--- config.mk ---
export PLATFORM = sky130hd
export DESIGN_NAME = sai_top
export DESIGN_NICKNAME = d
export VERILOG_FILES = /design/src/logic/sai_pkg.sv /design/src/logic/sai_gap_if.sv /design/src/logic/sai_tick_gen.sv /design/src/logic/sai_gap_timer.sv /design/src/logic/sai_top.sv
export SDC_FILE = /design/constraint.sdc
export NUM_CORES = 1
export LEC_CHECK = 0
export BUFFER_PORTS_ARGS = -buffer_cell sky130_fd_sc_hd__buf_2
export CORE_MARGIN = 10
export CORE_UTILIZATION = 40
export CTS_CLUSTER_DIAMETER = 150
export CTS_CLUSTER_SIZE = 30
export DETAILED_ROUTE_END_ITERATION = 12
export PLACE_DENSITY = 0.69
export SLEW_MARGIN = 20
export SYNTH_ARGS = -nofsm -noshare
export SYNTH_HDL_FRONTEND = slang
export SYNTH_SLANG_ARGS = --single-unit
--- constraint.sdc ---
create_clock -name hclk -period 4.07 [get_ports hclk]
set_clock_uncertainty 0.2 [all_clocks]
set_input_delay 0.407 -clock hclk [delete_from_list [all_inputs] [get_ports hclk]]
set_output_delay 0.407 -clock hclk [all_outputs]
set_load 0.05 [all_outputs]
--- src/logic/sai_pkg.sv ---
// Constants, register map and types of the serial auto-transfer interval
// control. Assumes a 32-bit AHB-Lite bus and a main clock derived from hclk.
// Overview of operation
// Enable clear: gap left to processor handling.
// Enable set: gap from 5-bit count.
// Least gap (n+1)*64+28 clocks plus half sck.
// Longest gap (n+1)*64+36 clocks plus 1.5 sck.
// Gap never below two serial-clock periods.
// Software leaves interval register alone while active.
// Software writes zeros to bits 5 and 6.
// Timed gaps ignore the busy handshake input.
// Time base is main clock, full or half.
// Modes: stopped, plain 3-wire, auto 3-wire.
// Active flag bit 3 while auto transfer runs.
// Mode bit selects auto or plain 3-wire.
// Each byte restarts gap; next byte waits.
package sai_pkg;
  localparam int          HCLK_MHZ      = 250;
  localparam int          HCLK_NS       = 1000 / HCLK_MHZ;
  // Register indices; the byte address is four times the index.
  localparam logic [15:0] IDX_INTERVAL  = 16'hFF6B;
  localparam logic [15:0] IDX_MODE      = 16'hFF68;
  localparam logic [15:0] IDX_CONTROL   = 16'hFF6A;
  localparam logic [7:0]  RST_INTERVAL  = 8'h00;
  localparam logic [7:0]  RST_MODE      = 8'h00;
  localparam logic [7:0]  RST_CONTROL   = 8'h00;
  localparam int          BIT_IV_EN     = 7;
  localparam int          BIT_CNT_LO    = 0;
  localparam int          BIT_CNT_HI    = 4;
  localparam logic [7:0]  IV_MASK       = 8'h9F;
  localparam int          BIT_SER_EN    = 7;
  localparam int          BIT_DIR       = 6;
  localparam int          BIT_AUTO_SEL  = 5;
  localparam logic [7:0]  MODE_MASK     = 8'hE3;
  localparam int          BIT_ACTIVE    = 3;
  localparam int          BIT_HALF_CLK  = 0;
  localparam logic [7:0]  CTRL_MASK     = 8'h09;
  // Interval timing in main-clock periods and serial-clock periods.
  localparam int          STEP_SHIFT    = 6;
  localparam logic [11:0] MIN_OVERHEAD  = 12'd28;
  localparam logic [11:0] MAX_OVERHEAD  = 12'd36;
  localparam logic [1:0]  MIN_SCK_PER   = 2'd2;
  localparam int          CNT_W         = 12;
  typedef enum logic [1:0] {SAI_STOP, SAI_PLAIN, SAI_AUTO} sai_mode_t;
  typedef enum logic [1:0] {GAP_IDLE, GAP_COUNT, GAP_SCK} sai_gap_st_t;
endpackage : sai_pkg

--- src/logic/sai_gap_if.sv ---
// Carrier between the top and the gap timer.
// Assumes both ends run on hclk.
`timescale 1ns/1ps
`default_nettype none
interface sai_gap_if;
  logic       start;
  logic [4:0] count;
  logic       fxx_tick;
  logic       sck_tick;
  logic       done;
  logic       busy;
  modport ctrl  (output start, count, fxx_tick, sck_tick,
                 input done, busy);
  modport timer (input start, count, fxx_tick, sck_tick,
                 output done, busy);
endinterface : sai_gap_if
`default_nettype wire

--- src/logic/sai_tick_gen.sv ---
// Main-clock tick generator: one pulse per main-clock period, or one per two periods when half_clk is set.
// Assumes hclk is the oscillator clock.
`timescale 1ns/1ps
`default_nettype none
module sai_tick_gen (
  input  wire logic hclk,
  input  wire logic hresetn,
  input  wire logic half_clk,
  output var  logic tick
);
  import sai_pkg::*;
  logic phase_ff;
  logic nxt_phase;
  logic tick_ff;
  logic nxt_tick;

  always_comb begin
    nxt_phase = half_clk ? ~phase_ff : 1'b0;
    nxt_tick  = ~half_clk | phase_ff;
  end

  always_ff @(posedge hclk or negedge hresetn) begin
    if (!hresetn) begin
      phase_ff <= 1'b0;
      tick_ff  <= 1'b0;
    end else begin
      phase_ff <= nxt_phase;
      tick_ff  <= nxt_tick;
    end
  end

  assign tick = tick_ff;
endmodule : sai_tick_gen
`default_nettype wire

--- src/logic/sai_gap_timer.sv ---
// Inter-byte gap timer of the automatic transfer.
// Assumes start arrives only when interval timing is enabled.
`timescale 1ns/1ps
`default_nettype none
module sai_gap_timer (
  input  wire logic hclk,
  input  wire logic hresetn,
  sai_gap_if.timer  gap
);
  import sai_pkg::*;
  sai_gap_st_t      st_ff;
  sai_gap_st_t      nxt_st;
  logic [CNT_W-1:0] cnt_ff;
  logic [CNT_W-1:0] nxt_cnt;
  logic [1:0]       sck_ff;
  logic [1:0]       nxt_sck;
  logic             done_ff;
  logic             nxt_done;

  always_comb begin
    nxt_st   = st_ff;
    nxt_cnt  = cnt_ff;
    nxt_sck  = sck_ff;
    nxt_done = 1'b0;
    if (gap.sck_tick && sck_ff != MIN_SCK_PER) begin
      nxt_sck = sck_ff + 2'd1;
    end
    unique case (st_ff)
      GAP_IDLE: begin
        if (gap.start) begin
          // Load (n+1)*64 + 28 main-clock periods.
          nxt_cnt = CNT_W'((CNT_W'(gap.count) + 12'd1) << STEP_SHIFT)
                    + MIN_OVERHEAD - 12'd1;
          nxt_sck = 2'd0;
          nxt_st  = GAP_COUNT;
        end
      end
      GAP_COUNT: begin
        if (gap.fxx_tick) begin
          if (cnt_ff == '0) begin
            nxt_st = GAP_SCK;
          end else begin
            nxt_cnt = cnt_ff - 12'd1;
          end
        end
      end
      GAP_SCK: begin
        // End on a serial-clock edge, no earlier than the second sck tick since the start.
        if (gap.sck_tick && sck_ff >= MIN_SCK_PER - 2'd1) begin
          nxt_done = 1'b1;
          nxt_st   = GAP_IDLE;
        end
      end
    endcase
  end

  always_ff @(posedge hclk or negedge hresetn) begin
    if (!hresetn) begin
      st_ff   <= GAP_IDLE;
      cnt_ff  <= '0;
      sck_ff  <= 2'd0;
      done_ff <= 1'b0;
    end else begin
      st_ff   <= nxt_st;
      cnt_ff  <= nxt_cnt;
      sck_ff  <= nxt_sck;
      done_ff <= nxt_done;
    end
  end

  assign gap.done = done_ff;
  assign gap.busy = (st_ff != GAP_IDLE);
endmodule : sai_gap_timer
`default_nettype wire

--- src/logic/sai_top.sv ---
// Top of the serial auto-transfer interval control with its AHB-Lite
// register slave. Assumes the shift engine and sequencer run on hclk and
// that the busy pin is asynchronous.
`timescale 1ns/1ps
`default_nettype none
module sai_top (
  input  wire logic        hclk,
  input  wire logic        hresetn,
  input  wire logic        hsel,
  input  wire logic [31:0] haddr,
  input  wire logic [1:0]  htrans,
  input  wire logic        hwrite,
  input  wire logic [2:0]  hsize,
  input  wire logic [31:0] hwdata,
  input  wire logic        hready,
  output var  logic [31:0] hrdata,
  output var  logic        hreadyout,
  output var  logic        hresp,
  input  wire logic        sck_tick,
  input  wire logic        byte_done,
  input  wire logic        auto_start,
  input  wire logic        auto_end,
  input  wire logic        cpu_next,
  input  wire logic        busy_pin,
  output var  logic [1:0]  op_mode,
  output var  logic        lsb_first,
  output var  logic        auto_transfer_active,
  output var  logic        next_byte_go,
  output var  logic        busy_ignored,
  output var  logic        gap_pending
);
  import sai_pkg::*;

  sai_gap_if gap ();
  logic      fxx_tick;

  // Address phase capture.
  logic        wr_ff;
  logic        nxt_wr;
  logic        rd_ff;
  logic        nxt_rd;
  logic [15:0] idx_ff;
  logic [15:0] nxt_idx;
  logic [31:0] rdata_ff;
  logic [31:0] nxt_rdata;
  logic        ready_ff;
  logic        resp_ff;
  logic        take;
  logic        hit;
  logic [15:0] a_idx;

  // Registers.
  logic [7:0]  iv_ff;
  logic [7:0]  nxt_iv;
  logic [7:0]  mode_ff;
  logic [7:0]  nxt_mode;
  logic        half_ff;
  logic        nxt_half;
  logic        act_ff;
  logic        nxt_act;

  // Busy pin synchroniser.
  logic        busy_s1_ff;
  logic        busy_s2_ff;

  // Outputs toward the serial channel.
  sai_mode_t   mode_ff2;
  sai_mode_t   nxt_op;
  logic        lsb_ff;
  logic        go_ff;
  logic        nxt_go;
  logic        bign_ff;
  logic        nxt_bign;
  logic        pend_ff;
  logic        nxt_pend;
  logic        timed;

  assign take  = hsel & htrans[1] & hready;
  assign a_idx = haddr[17:2];
  assign hit   = (haddr[31:18] == 14'h0000) && (haddr[1:0] == 2'b00);

  // Bus slave: reads answer with data latched at the address phase.
  always_comb begin
    nxt_wr    = take & hwrite;
    nxt_rd    = take & ~hwrite;
    nxt_idx   = take ? a_idx : idx_ff;
    nxt_rdata = 32'h0000_0000;
    if (take && !hwrite && hit) begin
      unique case (a_idx)
        IDX_INTERVAL: nxt_rdata = {24'h00_0000, iv_ff};
        IDX_MODE:     nxt_rdata = {24'h00_0000, mode_ff};
        IDX_CONTROL:  nxt_rdata = {24'h00_0000, 4'h0, act_ff,
                                   2'b00, half_ff};
        default:      nxt_rdata = 32'h0000_0000;
      endcase
    end
  end

  always_ff @(posedge hclk or negedge hresetn) begin
    if (!hresetn) begin
      wr_ff    <= 1'b0;
      rd_ff    <= 1'b0;
      idx_ff   <= 16'h0000;
      rdata_ff <= 32'h0000_0000;
      ready_ff <= 1'b0;
      resp_ff  <= 1'b0;
    end else begin
      wr_ff    <= nxt_wr & hit;
      rd_ff    <= nxt_rd;
      idx_ff   <= nxt_idx;
      rdata_ff <= nxt_rdata;
      ready_ff <= 1'b1;
      resp_ff  <= 1'b0;
    end
  end

  // Register writes land in the data phase.
  always_comb begin
    nxt_iv   = iv_ff;
    nxt_mode = mode_ff;
    nxt_half = half_ff;
    if (wr_ff) begin
      unique case (idx_ff)
        // Bits 5 and 6 are held at zero whatever is written.
        IDX_INTERVAL: nxt_iv   = hwdata[7:0] & IV_MASK;
        IDX_MODE:     nxt_mode = hwdata[7:0] & MODE_MASK;
        IDX_CONTROL:  nxt_half = hwdata[BIT_HALF_CLK];
        default:      nxt_iv   = iv_ff;
      endcase
    end
  end

  // Active flag: a start in auto mode in the same cycle as an end keeps it set.
  always_comb begin
    nxt_act = act_ff;
    if (auto_end) begin
      nxt_act = 1'b0;
    end
    if (auto_start && mode_ff2 == SAI_AUTO) begin
      nxt_act = 1'b1;
    end
  end

  always_ff @(posedge hclk or negedge hresetn) begin
    if (!hresetn) begin
      iv_ff   <= RST_INTERVAL;
      mode_ff <= RST_MODE;
      half_ff <= RST_CONTROL[BIT_HALF_CLK];
      act_ff  <= RST_CONTROL[BIT_ACTIVE];
    end else begin
      iv_ff   <= nxt_iv;
      mode_ff <= nxt_mode;
      half_ff <= nxt_half;
      act_ff  <= nxt_act;
    end
  end

  always_ff @(posedge hclk or negedge hresetn) begin
    if (!hresetn) begin
      busy_s1_ff <= 1'b0;
      busy_s2_ff <= 1'b0;
    end else begin
      busy_s1_ff <= busy_pin;
      busy_s2_ff <= busy_s1_ff;
    end
  end

  sai_tick_gen u_tick (
    .hclk     (hclk),
    .hresetn  (hresetn),
    .half_clk (half_ff),
    .tick     (fxx_tick)
  );

  sai_gap_timer u_gap (
    .hclk    (hclk),
    .hresetn (hresetn),
    .gap     (gap.timer)
  );

  assign timed        = iv_ff[BIT_IV_EN] & (mode_ff2 == SAI_AUTO);
  assign gap.start    = byte_done & act_ff & timed;
  assign gap.count    = iv_ff[BIT_CNT_HI:BIT_CNT_LO];
  assign gap.fxx_tick = fxx_tick;
  assign gap.sck_tick = sck_tick;

  // Mode, permission for the next byte and busy gating.
  always_comb begin
    if (!mode_ff[BIT_SER_EN]) begin
      nxt_op = SAI_STOP;
    end else if (mode_ff[BIT_AUTO_SEL]) begin
      nxt_op = SAI_AUTO;
    end else begin
      nxt_op = SAI_PLAIN;
    end
    nxt_bign = timed;
    nxt_pend = gap.busy;
    nxt_go   = 1'b0;
    if (mode_ff2 != SAI_STOP) begin
      if (timed) begin
        // The handshake input has no say while the gap is timed.
        nxt_go = gap.done;
      end else begin
        // Untimed: the next byte follows the processor's request.
        nxt_go = cpu_next & ~busy_s2_ff;
      end
    end
  end

  always_ff @(posedge hclk or negedge hresetn) begin
    if (!hresetn) begin
      mode_ff2 <= SAI_STOP;
      lsb_ff   <= 1'b0;
      go_ff    <= 1'b0;
      bign_ff  <= 1'b0;
      pend_ff  <= 1'b0;
    end else begin
      mode_ff2 <= nxt_op;
      lsb_ff   <= mode_ff[BIT_DIR];
      go_ff    <= nxt_go;
      bign_ff  <= nxt_bign;
      pend_ff  <= nxt_pend;
    end
  end

  assign hrdata               = rdata_ff;
  assign hreadyout            = ready_ff;
  assign hresp                = resp_ff;
  assign op_mode              = mode_ff2;
  assign lsb_first            = lsb_ff;
  assign auto_transfer_active = act_ff;
  assign next_byte_go         = go_ff;
  assign busy_ignored         = bign_ff;
  assign gap_pending          = pend_ff;
endmodule : sai_top
`default_nettype wire

Yosys cells after proc, flatten, opt, wreduce, memory -nomap -nowiden
Cells that the tools add are included. Widths: inputs -> output; s select.

Add/sub/neg operators: 5. $lt $le $gt $ge: 1. Equality and inequality tests: 15. Multiplexer cells: 23. Bitwise gates (word level): 12. Reductions and logical operators: 20.

Operators by type and width (number): $eq 16x16->1 const B (6); $mux 12 (3); $mux 32 (1); $pmux 12 s2 (1); $pmux 8 s3 (1); $sub 12x1->12 const B (2); $mux 2 (9); $logic_not 14->1 (1); $add 12x5->12 const B (1); $logic_not 12->1 (1); $and 1x1->1 (8); $ne 2x2->1 const B (4); $reduce_and 4->1 (2); $reduce_bool 2->1 (4); $mux 1 (7); $add 5x1->6 const B (1); $logic_and 1x1->1 (6); $pmux 2 s3 (1); $reduce_and 2->1 (3); $eq 2x2->1 const B (2); $logic_not 2->1 (2); $ne 2x1->1 const B (2); $not 1->1 (3); $add 2x1->2 const B (1); 4 further kinds (4).

Bits in registers: 90. Bits of input ports: 80. Output and inout port bits: 41. Word-level logic and storage cells: 97.

Logic depth before layout (Yosys ltp)
Word-level depth: 5. Depth in mapped cells: 8.

Modules after synthesis
Synthesis repeated with hierarchy kept, for this count alone.

Cells, all modules: 292. Area, all modules: 3309.4 um2.

Modules (own cells, without submodules): sai_top (instances 1, cells each 158, area each 2050.7 um2, seq. area each 1176.1 um2); sai_gap_timer (instances 1, cells each 130, area each 1196.1 um2, seq. area each 425.4 um2); sai_tick_gen (instances 1, cells each 4, area each 62.6 um2, seq. area each 50.0 um2).

Least setup slack after synthesis
OpenSTA, ideal clock, no wires.

Kind: flip-flop to flip-flop. Start point: register u_gap.cnt_ff[6]. End point: register u_gap.cnt_ff[2]. Setup time: 121 ps. Data arrival time: 1808 ps. Setup slack: 1941 ps. Stages on the path, launching flop included: 7. Buffers on the path: 1. Clock period less this slack: 2129 ps. Path through: dfrtp_1 -> buf_6 -> or4_4 -> o41ai_4 -> or2_2 -> nor2_2 -> a22o_1.

Word-level cells in the longest chain between the ends: 3.

Ends and longest elaborated chain: start, declared (RTL line sai_gap_timer.sv:13) `logic [CNT_W-1:0] cnt_ff;`; start signal, assigned (RTL line sai_gap_timer.sv:65) `cnt_ff <= nxt_cnt;`; $logic_not 12->1 (RTL line sai_gap_timer.sv:40) `if (cnt_ff == '0) begin`; $ne 2x2->1 (no line); $reduce_and 4->1 (no line).

No other way between the ends. A chain may end at the register's enable or synchronous reset.

Worst setup path in the final report
Start point: register u_gap.st_ff[1]. End point: register u_gap.cnt_ff[2].

Word-level cells in the longest chain between the ends: 3.

Ends and longest elaborated chain: start, declared (RTL line sai_gap_timer.sv:11) `sai_gap_st_t st_ff;`; start signal, assigned (RTL line sai_gap_timer.sv:64) `st_ff <= nxt_st;`; $eq 2x1->1 / $logic_not 2->1 (equally long branches) (RTL line sai_gap_timer.sv:28) `unique case (st_ff)`; $ne 2x2->1 (no line) / $reduce_bool 2->1 (equally long branches); $reduce_and 4->1 (no line).

Several ways; a longest one is shown, not always the timed one.

==> reports/metrics.cfg <==
[final_layout]
drive_gt1_share_pct = 31.4
area_growth_syn_to_layout_pct = 16.3
antenna_cells = 0
fin_area_sq_um = 3770
nNetsFinal = 449

[clock_tree]
clk_latency_ns = 0.34
cts_buffers = 9
post_cts_resized = 0
post_cts_buffers = 0
hold_buffers = 2
cts_tree = done
h-tree-depth = 3
cts_sinks = 66
clk_path_buf_depth = 2
root_buffer = clkbuf_8
path_clk_slew_ns = 0.07

[setup_path]
slowest_stage = ha_1
path_cells = inv_1 > ha_1 > a22oi_1 > nor2_2 > o21ai_0 > a22o_1
worst_ep_required_time_ns = 4.10
criticalPathCategory = reg -> reg
cp_num_buf_inv = 1
cp_max_fo = 21
critical_path.top_delay_family = compound AO/OA/AOI/OAI gates
worst_setup_path_end_kind = register
worstPathArrival_ns = 2.70
slowest_delay_ns = 0.62
cp-start-kind = register

[timing]
fin_crit_ns = 2.67
setup_slack_ns = 1.40
hold_viol = 0
slew_headroom_pct = 46.8
tns_ns = 0
tightestPinTransition_ns = 0.795
grt_setup_unrepaired = no
setup-violations-final = 0
fmax_ghz = 0.375
maxSlewViolCount = 0
min_period_over_period_pct = 65.6

[floorplan]
die_y_um = 110
ioPinCount = 121
core_sq_um = 7810
die_area_sq_um = 12100
std_cell_rows = 32
die_w_um = 110
initial_utilization_pct = 41.6

[route]
routed-via-count = 2370
dr.first_iter.drc_count = 107
final_antenna_net_count = 0
wirelength_um = 7150
via_per_inst = 5.06
drc_errors = 0
wire_per_inst_um = 15.3
first_pass_iters = 7

[yosys]
synth_async_sr_flop_share_pct = 100
synth_cell_types = 53
avgSynthCellArea_sq_um = 11.3
synth-edff-count = 0
seq_area_frac_synth_pct = 50.9
ys_ff_latch = 66
ys.flop_type = dfrtp_1
synthCells = 288
syn_area_sq_um = 3250
yosysWarnings = 0

[status]
run_status = finished, final reports clean

[flow_run]
max-cap-violations = 0

[place]
post_dp_cell_area_sq_um = 3580
place_ws_ns = 1.45
dp.final_hpwl_um = 5550
port_buffers = 67
gp_congestion = 0.833

[hold_path]
hp-class = in -> reg

[power_and_ir_drop]
leakagePower_nw = 1.83
p_per_area_nw_per_um2 = 490
ir_drop_mv = 0.203

[grt]
track_usage_pct = 12.1
grtUsageMet1_pct = 14.0
grt_busiest_layer = met2
antenna_found_initial = 0
grt_pass1_vias = 2472
grt_max_degree = 35
grt_pass1_wl_um = 11600
use_met2_pct = 19.0
grt-ovfl-total = 0
grt_use_met3_pct = 5.80

==> final timing paths <==
path / start / endpoint / slack, ns / depth (start not counted)
max: u_gap.st_ff[1] / u_gap.cnt_ff[2] / 1.40 / 6
min: auto_end / auto_transfer_active / 0.03 / 2
max reg2reg: u_gap.st_ff[1] / u_gap.cnt_ff[2] / 1.40 / 6
min reg2reg: busy_s1_ff / busy_s2_ff / 0.17 / 0
max in group asynchronous: hresetn / lsb_first / 2.31 / 3
min in group asynchronous: hresetn / u_gap.cnt_ff[0] / 0.46 / 2
==> flip-flops by register name, indices dropped and copies added (netlist names), 2 cells and up <==
| name | flops |
|---|---|
| op_mode | 2 |
| mode_ff | 5 |
| u_gap.sck_ff | 2 |
| u_gap.cnt_ff | 12 |
| u_gap.st_ff | 2 |
| hrdata | 8 |
| iv_ff | 6 |
| idx_ff | 16 |
==> stage by stage <==
step / total power, mW / hold slack, ns / cells / utilization [%]
floorplan: 1.26 / -0.0886 / 312 / -
global placement: 1.32 / 0.131 / 450 / 45.8
detailed placement: 1.34 / 0.161 / 450 / 45.8
CTS: 1.87 / 0.0126 / 468 / 48.3
global route: 1.97 / 0.0284 / 468 / 48.3
finish: 1.85 / 0.0315 / 468 / 48.3
==> routing by layer <==
layer,wire [um],part of all wire (%),vias to the layer above
met3,686,9.6,14
met5,0,0,-
met1,2950,41,1142
met4,125,1.7,0
met2,3400,47,87
li1,-,-,1127
==> cell families (layout without fill, tap and decap cells) <==
kind of cell | after synthesis | after routing | synth area share, %
buffers and inverters | 45 | 99 | 8.60
other | 2 | 26 | 0.231
xor gates and xnor gates | 4 | 4 | 1.08
adders and majority gates | 8 | 8 | 3.08
muxes | 30 | 30 | 10.4
AOI/OAI and AO/OA | 45 | 45 | 9.91
and+or+nand+nor | 88 | 88 | 15.8
DFF | 66 | 66 | 50.9
==> cells in the mapped netlist, types with 2 or more instances <==
cell / instances / share of area, %
a21boi_0: 2 / 0.46
a21oi_1: 10 / 1.5
a22o_1: 3 / 0.81
a22oi_1: 2 / 0.46
a31oi_1: 5 / 0.96
and2_1: 4 / 0.77
and3_1: 7 / 1.3
and4_1: 4 / 1.1
buf_4: 25 / 5.8
buf_6: 2 / 0.69
clkbuf_1: 4 / 0.46
conb_1: 2 / 0.23
dfrtp_1: 66 / 51
ha_1: 8 / 3.1
inv_1: 13 / 1.5
mux2_2: 29 / 10
nand2_1: 12 / 1.4
nand2b_1: 5 / 0.96
nand3_1: 10 / 1.5
nand3b_1: 2 / 0.46
nand4_1: 2 / 0.39
nand4b_1: 2 / 0.54
nor2_1: 13 / 1.5
nor2_2: 2 / 0.39
nor2b_1: 5 / 0.96
nor3_1: 4 / 0.62
nor3b_1: 2 / 0.46
nor4_1: 5 / 0.96
nor4bb_1: 2 / 0.62
o21ai_0: 8 / 1.2
o32ai_1: 2 / 0.54
or4_1: 3 / 0.69
xnor2_1: 2 / 0.54
xor2_1: 2 / 0.54
==> layout make-up <==
type / count / area, sq um
multi-input combinational: 201 / 1410
timing repair buffer: 70 / 363
fill: 728 / 4030
tap: 102 / 128
inverter: 13 / 48.8
clock inverter: 3 / 40.0
sequential: 66 / 1650
clock buffer: 13 / 139
==> report_power, final <==
part	internal, mW	switching, mW
sequential	0.757	0.0944
combinational	0.184	0.299
clock	0.282	0.234
total	1.22	0.628
==> worst reg2reg max path: stages, from the launching register on <==
cell     delay (ns)
dfrtp_1        0.40
inv_1          0.08
ha_1           0.62
a22oi_1        0.32
nor2_2         0.49
o21ai_0        0.18
a22o_1         0.27
==> cell usage in the layout, fill, tap and decap left out, drive strengths merged, types with 4 or more instances in the layout <==
master	n
nor4	5
ha	8
clkbuf	13
buf	68
nand3	10
and3	7
inv	13
conb	26
and4	4
or4	4
nand2	12
nand2b	5
nor2	15
o21ai	8
nor2b	5
nor3	4
dfrtp	66
and2	4
mux2	29
a21oi	10
a31oi	5
a22o	4
(Power assumes the default switching activity.)
